===== config.mk =====
export PLATFORM = sky130hd
export DESIGN_NAME = umsb_regs
export DESIGN_NICKNAME = d
export VERILOG_FILES = /design/src/verilog/umsb_pkg.sv /design/src/verilog/umsb_baud_gen.sv /design/src/verilog/umsb_hyst_sel.sv /design/src/verilog/umsb_regs.sv
export SDC_FILE = /design/constraint.sdc
export NUM_CORES = 1
export LEC_CHECK = 0
export BUFFER_PORTS_ARGS = -buffer_cell sky130_fd_sc_hd__buf_2
export CAP_MARGIN = 20
export CORE_MARGIN = 2
export CORE_UTILIZATION = 30
export CTS_CLUSTER_SIZE = 30
export DETAILED_ROUTE_END_ITERATION = 10
export PLACE_DENSITY = 0.59
export RECOVER_POWER = 25
export SKIP_CTS_REPAIR_TIMING = 1
export SYNTH_ARGS = -nofsm -noshare
export SYNTH_HDL_FRONTEND = slang
export SYNTH_SLANG_ARGS = --single-unit

===== constraint.sdc =====
create_clock -name i_sys_clk -period 5.85 [get_ports i_sys_clk]
set_clock_uncertainty 0.1 [all_clocks]
set_input_delay 0.2925 -clock i_sys_clk [delete_from_list [all_inputs] [get_ports i_sys_clk]]
set_output_delay 0.2925 -clock i_sys_clk [all_outputs]
set_load 0.02 [all_outputs]

===== src/verilog/umsb_pkg.sv =====
/*
  Shared constants of the per-channel modem status, scratch, divisor and
  feature control register block: offsets, field positions, reset values,
  oversampling and prescaler counts, and the flow control hysteresis table.
  Assumes nothing of its surroundings; it holds definitions only.
*/
package umsb_pkg;
  localparam int ADDR_W = 4;
  localparam int DATA_W = 8;
  localparam int DIV_W = 16;
  localparam logic [3:0] OFS_DIV_LOW = 4'h0;
  localparam logic [3:0] OFS_DIV_HIGH = 4'h1;
  localparam logic [3:0] OFS_MODEM_STATUS = 4'h6;
  localparam logic [3:0] OFS_SCRATCH = 4'h7;
  localparam logic [3:0] OFS_FEATURE = 4'h8;
  localparam logic [7:0] RST_DIV_LOW = 8'h01;
  localparam logic [7:0] RST_DIV_HIGH = 8'h00;
  localparam logic [7:0] RST_SCRATCH = 8'hff;
  localparam logic [7:0] RST_FEATURE = 8'h00;
  localparam logic [7:0] RD_NONE = 8'h00;
  // modem output control bits
  localparam int MOC_DTR = 0;
  localparam int MOC_RTS = 1;
  localparam int MOC_OUT1 = 2;
  localparam int MOC_OUT2 = 3;
  localparam int MOC_LOOP = 4;
  localparam int MOC_PRESCALE = 7;
  localparam int EFR_ENHANCED = 4;
  localparam int LFC_DIV_ACCESS = 7;
  // feature control fields
  localparam int FC_TABLE_HI = 7;
  localparam int FC_TABLE_LO = 6;
  localparam int FC_RS485 = 5;
  localparam int FC_IR_INV = 4;
  localparam int FC_HYST_HI = 3;
  localparam logic [1:0] TABLE_D = 2'h3;
  // status line index: flag bit n, level bit n+4
  localparam int ST_CTS = 0;
  localparam int ST_DSR = 1;
  localparam int ST_RI = 2;
  localparam int ST_CD = 3;
  localparam logic [3:0] OS16_LAST = 4'hf;
  localparam logic [3:0] OS8_LAST = 4'h7;
  localparam logic [1:0] PRE4_LAST = 2'h3;
  localparam logic [1:0] PRE1_LAST = 2'h0;
  // hysteresis in characters, entry 15 first
  localparam logic [15:0][5:0] HYST_TABLE = {
    6'h24, 6'h1c, 6'h14, 6'h0c, 6'h34, 6'h30, 6'h2c, 6'h28,
    6'h20, 6'h18, 6'h10, 6'h08, 6'h08, 6'h06, 6'h04, 6'h00};
endpackage


===== src/verilog/umsb_baud_gen.sv =====
/*
  Baud rate generator: prescaler, 16-bit divisor counter and 8x/16x
  oversampling counter. Assumes a divisor held stable by software between
  reprogrammings; a zero divisor stops all ticks.
*/
`timescale 1ns/10ps
module umsb_baud_gen #(
  parameter int DIV_W = umsb_pkg::DIV_W
) (
  input wire logic i_sys_clk,
  input wire logic i_rst,
  input wire logic [DIV_W-1:0] i_divisor,
  input wire logic i_prescale4,
  input wire logic i_eight_times_sampling,
  output logic o_sample_tick,
  output logic o_baud_tick
);
  if (DIV_W != umsb_pkg::DIV_W) begin : g_bad_width
    $error("divisor width must match the two divisor bytes");
  end

  typedef struct packed {
    logic [1:0] pre;
    logic [DIV_W-1:0] div;
    logic [3:0] os;
    logic sample;
    logic baud;
  } umsb_baud_type;

  umsb_baud_type s_r;
  umsb_baud_type s_nxt;
  logic [1:0] pre_last;
  logic [3:0] os_last;

  always_comb begin
    pre_last = i_prescale4 ? umsb_pkg::PRE4_LAST : umsb_pkg::PRE1_LAST;
    os_last = i_eight_times_sampling ? umsb_pkg::OS8_LAST
                                     : umsb_pkg::OS16_LAST;
    s_nxt = s_r;
    s_nxt.sample = 1'b0;
    s_nxt.baud = 1'b0;
    if (i_rst || i_divisor == '0) begin
      s_nxt = '0;
    end else if (s_r.pre >= pre_last) begin
      s_nxt.pre = 2'h0;
      if (s_r.div >= i_divisor - 1'b1) begin
        s_nxt.div = '0;
        s_nxt.sample = 1'b1;
        if (s_r.os >= os_last) begin
          s_nxt.os = 4'h0;
          s_nxt.baud = 1'b1;
        end else begin
          s_nxt.os = s_r.os + 4'h1;
        end
      end else begin
        s_nxt.div = s_r.div + 1'b1;
      end
    end else begin
      s_nxt.pre = s_r.pre + 2'h1;
    end
  end

  always_ff @(posedge i_sys_clk) begin
    s_r <= s_nxt;
  end

  assign o_sample_tick = s_r.sample;
  assign o_baud_tick = s_r.baud;
endmodule


===== src/verilog/umsb_hyst_sel.sv =====
/*
  Flow control hysteresis selector: looks up the programmed code and
  passes the character count on only while trigger table d is chosen.
  Assumes the receive flow control logic reads the registered count.
*/
`timescale 1ns/10ps
module umsb_hyst_sel (
  input wire logic i_sys_clk,
  input wire logic i_rst,
  input wire logic [3:0] i_code,
  input wire logic [1:0] i_table,
  output logic [5:0] o_hysteresis
);
  typedef struct packed {
    logic [5:0] hyst;
  } umsb_hyst_type;

  umsb_hyst_type s_r;
  umsb_hyst_type s_nxt;

  always_comb begin
    s_nxt = s_r;
    if (i_rst || i_table != umsb_pkg::TABLE_D) begin
      s_nxt.hyst = 6'h00;
    end else begin
      s_nxt.hyst = umsb_pkg::HYST_TABLE[i_code];
    end
  end

  always_ff @(posedge i_sys_clk) begin
    s_r <= s_nxt;
  end

  assign o_hysteresis = s_r.hyst;
endmodule


===== src/verilog/umsb_regs.sv =====
/*
  Per-channel modem status, scratch pad, baud divisor and feature control
  registers of one uart channel, with modem change detection, loopback
  routing and rts direction control.
  Assumes a synchronous host register port (one-cycle read/write strobes)
  and that line format, modem output control and enhanced feature
  registers live elsewhere and are presented here as plain inputs.
*/
`timescale 1ns/10ps
module umsb_regs (
  input wire logic i_sys_clk,
  input wire logic i_rst,
  input wire logic [3:0] i_addr,
  input wire logic i_wr,
  input wire logic i_rd,
  input wire logic [7:0] i_wdata,
  output logic [7:0] o_rdata,
  input wire logic [7:0] i_line_format_control,
  input wire logic [7:0] i_modem_output_control,
  input wire logic [7:0] i_enhanced_feature_reg,
  input wire logic i_modem_int_en,
  input wire logic i_eight_times_sampling,
  input wire logic i_cts_n,
  input wire logic i_dsr_n,
  input wire logic i_ring_indicator_n,
  input wire logic i_carrier_detect_n,
  input wire logic i_tx_active,
  input wire logic i_tx_serial,
  input wire logic i_rx_pin,
  input wire logic i_ir_rx,
  output logic o_tx_pin,
  output logic o_rx_serial,
  output logic o_ir_rx,
  output logic o_rts_n,
  output logic o_dtr_n,
  output logic o_modem_irq,
  output logic o_tx_disable,
  output logic o_rx_disable,
  output logic [1:0] o_trig_table,
  output logic [5:0] o_hysteresis,
  output logic o_sample_tick,
  output logic o_baud_tick,
  output logic o_sleep_en
);
  typedef struct packed {
    logic [7:0] div_low;
    logic [7:0] div_high;
    logic [7:0] scratch;
    logic [7:0] feature;
    logic [3:0] delta;
    logic [3:0] prev;
    logic [7:0] rdata;
  } umsb_regs_type;

  umsb_regs_type s_r;
  umsb_regs_type s_nxt;

  logic loop_on;
  logic enh_on;
  logic div_access;
  logic [3:0] level;
  logic [3:0] events;
  logic [3:0] clr;
  logic [7:0] status_byte;
  logic [7:0] rd_mux;
  logic wr_div_low;
  logic wr_div_high;
  logic wr_status;
  logic rd_status;

  assign loop_on = i_modem_output_control[umsb_pkg::MOC_LOOP];
  assign enh_on = i_enhanced_feature_reg[umsb_pkg::EFR_ENHANCED];
  assign div_access = i_line_format_control[umsb_pkg::LFC_DIV_ACCESS];

  // live status levels, active high
  always_comb begin
    if (loop_on) begin
      level[umsb_pkg::ST_CTS] =
        i_modem_output_control[umsb_pkg::MOC_RTS];
      level[umsb_pkg::ST_DSR] = i_modem_output_control[umsb_pkg::MOC_DTR];
      level[umsb_pkg::ST_RI] = i_modem_output_control[umsb_pkg::MOC_OUT1];
      level[umsb_pkg::ST_CD] = i_modem_output_control[umsb_pkg::MOC_OUT2];
    end else begin
      level[umsb_pkg::ST_CTS] = ~i_cts_n;
      level[umsb_pkg::ST_DSR] = ~i_dsr_n;
      level[umsb_pkg::ST_RI] = ~i_ring_indicator_n;
      level[umsb_pkg::ST_CD] = ~i_carrier_detect_n;
    end
  end

  // change detection against the last sampled level
  always_comb begin
    events[umsb_pkg::ST_CTS] = level[umsb_pkg::ST_CTS]
                               ^ s_r.prev[umsb_pkg::ST_CTS];
    events[umsb_pkg::ST_DSR] = level[umsb_pkg::ST_DSR]
                               ^ s_r.prev[umsb_pkg::ST_DSR];
    // ring pin rising means status level falling
    events[umsb_pkg::ST_RI] = s_r.prev[umsb_pkg::ST_RI]
                              & ~level[umsb_pkg::ST_RI];
    events[umsb_pkg::ST_CD] = level[umsb_pkg::ST_CD]
                              ^ s_r.prev[umsb_pkg::ST_CD];
  end

  assign status_byte = {level, s_r.delta};
  assign wr_div_low = i_wr && div_access
                      && i_addr == umsb_pkg::OFS_DIV_LOW;
  assign wr_div_high = i_wr && div_access
                       && i_addr == umsb_pkg::OFS_DIV_HIGH;
  assign wr_status = i_wr && enh_on
                     && i_addr == umsb_pkg::OFS_MODEM_STATUS;
  assign rd_status = i_rd && i_addr == umsb_pkg::OFS_MODEM_STATUS;
  assign clr = rd_status ? 4'hf : 4'h0;

  always_comb begin
    case (i_addr)
      umsb_pkg::OFS_DIV_LOW: begin
        rd_mux = div_access ? s_r.div_low : umsb_pkg::RD_NONE;
      end
      umsb_pkg::OFS_DIV_HIGH: begin
        rd_mux = div_access ? s_r.div_high : umsb_pkg::RD_NONE;
      end
      umsb_pkg::OFS_MODEM_STATUS: begin
        rd_mux = status_byte;
      end
      umsb_pkg::OFS_SCRATCH: begin
        rd_mux = s_r.scratch;
      end
      umsb_pkg::OFS_FEATURE: begin
        rd_mux = s_r.feature;
      end
      default: begin
        rd_mux = umsb_pkg::RD_NONE;
      end
    endcase
  end

  always_comb begin
    s_nxt = s_r;
    s_nxt.prev = level;
    if (i_rst) begin
      s_nxt.div_low = umsb_pkg::RST_DIV_LOW;
      s_nxt.div_high = umsb_pkg::RST_DIV_HIGH;
      s_nxt.scratch = umsb_pkg::RST_SCRATCH;
      s_nxt.feature = umsb_pkg::RST_FEATURE;
      s_nxt.delta = 4'h0;
      s_nxt.rdata = umsb_pkg::RD_NONE;
    end else begin
      if (wr_div_low) begin
        s_nxt.div_low = i_wdata;
      end
      if (wr_div_high) begin
        s_nxt.div_high = i_wdata;
      end
      // scratch has no reset other than i_rst, so sleep keeps it
      if (i_wr && i_addr == umsb_pkg::OFS_SCRATCH) begin
        s_nxt.scratch = i_wdata;
      end
      if (i_wr && i_addr == umsb_pkg::OFS_FEATURE) begin
        s_nxt.feature = i_wdata;
      end
      s_nxt.delta = s_r.delta & ~clr;
      if (wr_status) begin
        s_nxt.delta[umsb_pkg::ST_CD] = i_wdata[umsb_pkg::ST_CD];
        s_nxt.delta[umsb_pkg::ST_RI] = i_wdata[umsb_pkg::ST_RI];
      end
      // a new event wins over a clearing read
      s_nxt.delta = s_nxt.delta | events;
      if (i_rd) begin
        s_nxt.rdata = rd_mux;
      end
    end
  end

  always_ff @(posedge i_sys_clk) begin
    s_r <= s_nxt;
  end

  umsb_baud_gen #(
    .DIV_W(umsb_pkg::DIV_W)
  ) u_baud (
    .i_sys_clk(i_sys_clk),
    .i_rst(i_rst),
    .i_divisor({s_r.div_high, s_r.div_low}),
    .i_prescale4(i_modem_output_control[umsb_pkg::MOC_PRESCALE]),
    .i_eight_times_sampling(i_eight_times_sampling),
    .o_sample_tick(o_sample_tick),
    .o_baud_tick(o_baud_tick)
  );

  umsb_hyst_sel u_hyst (
    .i_sys_clk(i_sys_clk),
    .i_rst(i_rst),
    .i_code(s_r.feature[umsb_pkg::FC_HYST_HI:0]),
    .i_table(s_r.feature[umsb_pkg::FC_TABLE_HI:umsb_pkg::FC_TABLE_LO]),
    .o_hysteresis(o_hysteresis)
  );

  assign o_rdata = s_r.rdata;
  assign o_modem_irq = i_modem_int_en && (s_r.delta != 4'h0);
  assign o_tx_disable = s_r.delta[umsb_pkg::ST_CD];
  assign o_rx_disable = s_r.delta[umsb_pkg::ST_RI];
  assign o_trig_table =
    s_r.feature[umsb_pkg::FC_TABLE_HI:umsb_pkg::FC_TABLE_LO];
  // loopback keeps the line idle and feeds tx back to rx
  assign o_tx_pin = loop_on ? 1'b1 : i_tx_serial;
  assign o_rx_serial = loop_on ? i_tx_serial : i_rx_pin;
  assign o_ir_rx = i_ir_rx ^ s_r.feature[umsb_pkg::FC_IR_INV];
  assign o_rts_n = s_r.feature[umsb_pkg::FC_RS485]
                   ? ~i_tx_active
                   : ~i_modem_output_control[umsb_pkg::MOC_RTS];
  assign o_dtr_n = ~i_modem_output_control[umsb_pkg::MOC_DTR];
  assign o_sleep_en = enh_on;
endmodule


==> results.toml <==
[setup_path]
timing.critical_path.mode_cell = "a21o_1"
arrival_ns = 4.37
critPathLaunchType = "flip-flop"
crit_buf_inv = 0
cp_max_fo = 16
critPathTopFamily = "simple AND/OR/NAND/NOR gates"
criticalPathCategory = "flip-flop to flip-flop"
cpMaxStageDelayCell = "or4_4"
cp-end-kind = "flip-flop"
path_cells = "or4_4, or3_4, or3_1, nor2_1, xnor2_1, ha_1, a21o_1, a21o_1, a2111oi_0, a31oi_1, nand2b_2, a21oi_1"
cp.required_ns = 6.01
cpPeakStageDelay_ns = 0.55

[pwr]
p_clk_frac = 0.427
switching_share = 0.2672
sequentialPowerShare = 0.459
vdd_drop_max_mv = 0.1505
pwr-share-comb = 0.114
internal-power_uw = 893.2
p_switching_uw = 325.6
pwr_density_cell_nw_per_um2 = 262.4
total_power_mw = 1.219
power_leakage_nw = 1.800

[min_path]
hp-class = "input pin to flip-flop"

[layout]
finalNonFillerCells = 706
n_antenna_cell = 0
fin_util = 0.3507
finalNetCount = 598
final_area_um2 = 4644
syn2layout_area_growth_pct = 14.46
nFillCells = 1411
layout-drive-gt1-share = 0.1264

[synthesis]
synth_nets = 558
synth_largest_area_cell = "dfxtp_1"
ys.flop_type = "dfxtp_1"
synth_seq_area_share = 0.3799
async_flop_share = 0
synth_top_area_frac = 0.3799
ys_warn_count = 0
avgSynthCellArea_um2 = 8.366
synthTopCellsByArea = "dfxtp_1 (38%), ha_1 (7.1%), nand2_1 (6.3%), a21oi_1 (4.7%), nor2_1 (4.5%)"
synth-edff-count = 0
ys_ff_latch = 77
synth_commonest_cells = "dfxtp_1 (77), nand2_1 (68), nor2_1 (49)"
synthCells = 485
syn_area_um2 = 4058
netlist-cell-type-count = 49
yosysMostFrequentCell = "dfxtp_1"

[sta]
setup_viol = 0
finalMaxSlewViolations = 0
finalWorstSetupSlack_ns = 1.633
worst_pin_slew_ns = 1.096
slew_headroom = 0.2640
post-route-period-util = 0.7209
rsz0062_at_grt = "no"
hold_ws_ns = 0.1009
setup_tns_ns = 0
post-route-min-period_ns = 4.217
max_freq_ghz = 0.2371
finalHoldViolations = 0

[place]
dp_cells = 689
dpl_cell_area_um2 = 4392
hpwl_um = 7384
place_ws_ns = 1.638
numPortBuffers = 59
routabilityCongestion = 0.7748

[floorplan]
die_y_um = 120.3
core_um2 = 13240
row_count = 42
die_x_um = 120.3
initial_utilization = 0.3064
die-area_um2 = 14470
pin_count = 77

[drt]
post_drt_wl_per_cell_um = 14.00
viasPerCell = 4.905
postRouteWirelength_um = 9885
drc_errors = 0
vias = 3463
antenna_left = 0
dr.first_iter.drc_count = 286
first_pass_iters = 4

[cts]
clockBufferDepth = 2
worstSkewPairLatency_ns = 0.33
h-tree-depth = 3
tritoncts = "done"
clkTransAtPathRegs_ns = 0.06
cts.sinks = 77
cts-root-buf = "clkbuf_16"
cts_buffers = 9

[grt]
grt_use_total = 0.1383
antenna_found_initial = 1
grt_pass1_wl_um = 15860
grt_max_degree = 48
overflow = 0
grt_pass1_vias = 3206

[job]
maxCapViolations = 0

[outcome]
status = "complete, no violations"
[registers in the layout (all words and copies together), names as in the netlist]
register,cells
u_baud.o_baud_tick,1
o_rx_disable,1
u_hyst.o_hysteresis,5
o_rdata,8
u_baud.o_sample_tick,1
o_tx_disable,1
s_r,36
u_baud.s_r,22
o_trig_table,2
[kinds of logic after synthesis]
group,Yosys count,share of synthesized area
muxes,16,0.03978
AOI/OAI and AO/OA,77,0.1181
adders and majority gates,23,0.07092
xor gates and xnor gates,33,0.07123
buffers and inverters,45,0.05951
other,1,0.0009242
and+or+nand+nor,213,0.2596
DFF,77,0.3799
[layout by cell type (no fill, tap or decap), drive strengths merged, types with 3 or more instances in the layout]
master,n
clkbuf,33
dfxtp,77
inv,12
a21o,4
nand2,68
a21oi,39
clkinv,4
nor3,19
nor2b,5
nand2b,4
a22o,8
and2,4
nand3,25
nor4,4
xnor2,19
mux2i,15
and3,8
nand4,6
ha,23
nand3b,10
or3,3
xor2,14
a22oi,8
o21ai,8
buf,39
nor2,49
[power by group through the flow]
| stage | Sequential (mW) | Clock [mW] | Combinational, mW |
|---|---|---|---|
| after floorplan | 0.570 | 0 | 0.103 |
| after global placement | 0.570 | 0 | 0.136 |
| after detailed placement | 0.571 | 0 | 0.141 |
| after CTS | 0.560 | 0.529 | 0.142 |
| after global routing | 0.562 | 0.551 | 0.156 |
| final | 0.560 | 0.520 | 0.139 |
[final timing paths]
check / from / end / slack (ns) / depth (start not counted)
max: s_r[45] / u_baud.s_r[7] / 1.63 / 12
min: i_ring_indicator_n / s_r[10] / 0.10 / 2
max reg2reg: s_r[45] / u_baud.s_r[7] / 1.63 / 12
min reg2reg: u_baud.s_r[22] / u_baud.s_r[22] / 0.37 / 1
[metal layers]
layer,vias up,GRT usage,wire (um)
met2,94,0.2095,4350
met1,1604,0.1908,4809
met5,-,0,16
met4,2,0.05451,143
li1,1752,-,-
met3,11,0.03113,565
[cell type report]
cell class                      count  area, um2  share of cell area
Timing Repair Buffer               62      285.3             0.06142
Clock buffer                       10      239.0             0.05145
Clock inverter                      6      38.79            0.008351
Tap cell                          176      220.2             0.04741
Multi-Input combinational cell    363       2275              0.4898
Sequential cell                    77       1541              0.3319
Inverter                           12      45.04            0.009698
Note: power is estimated with default switching activity, not from simulation.
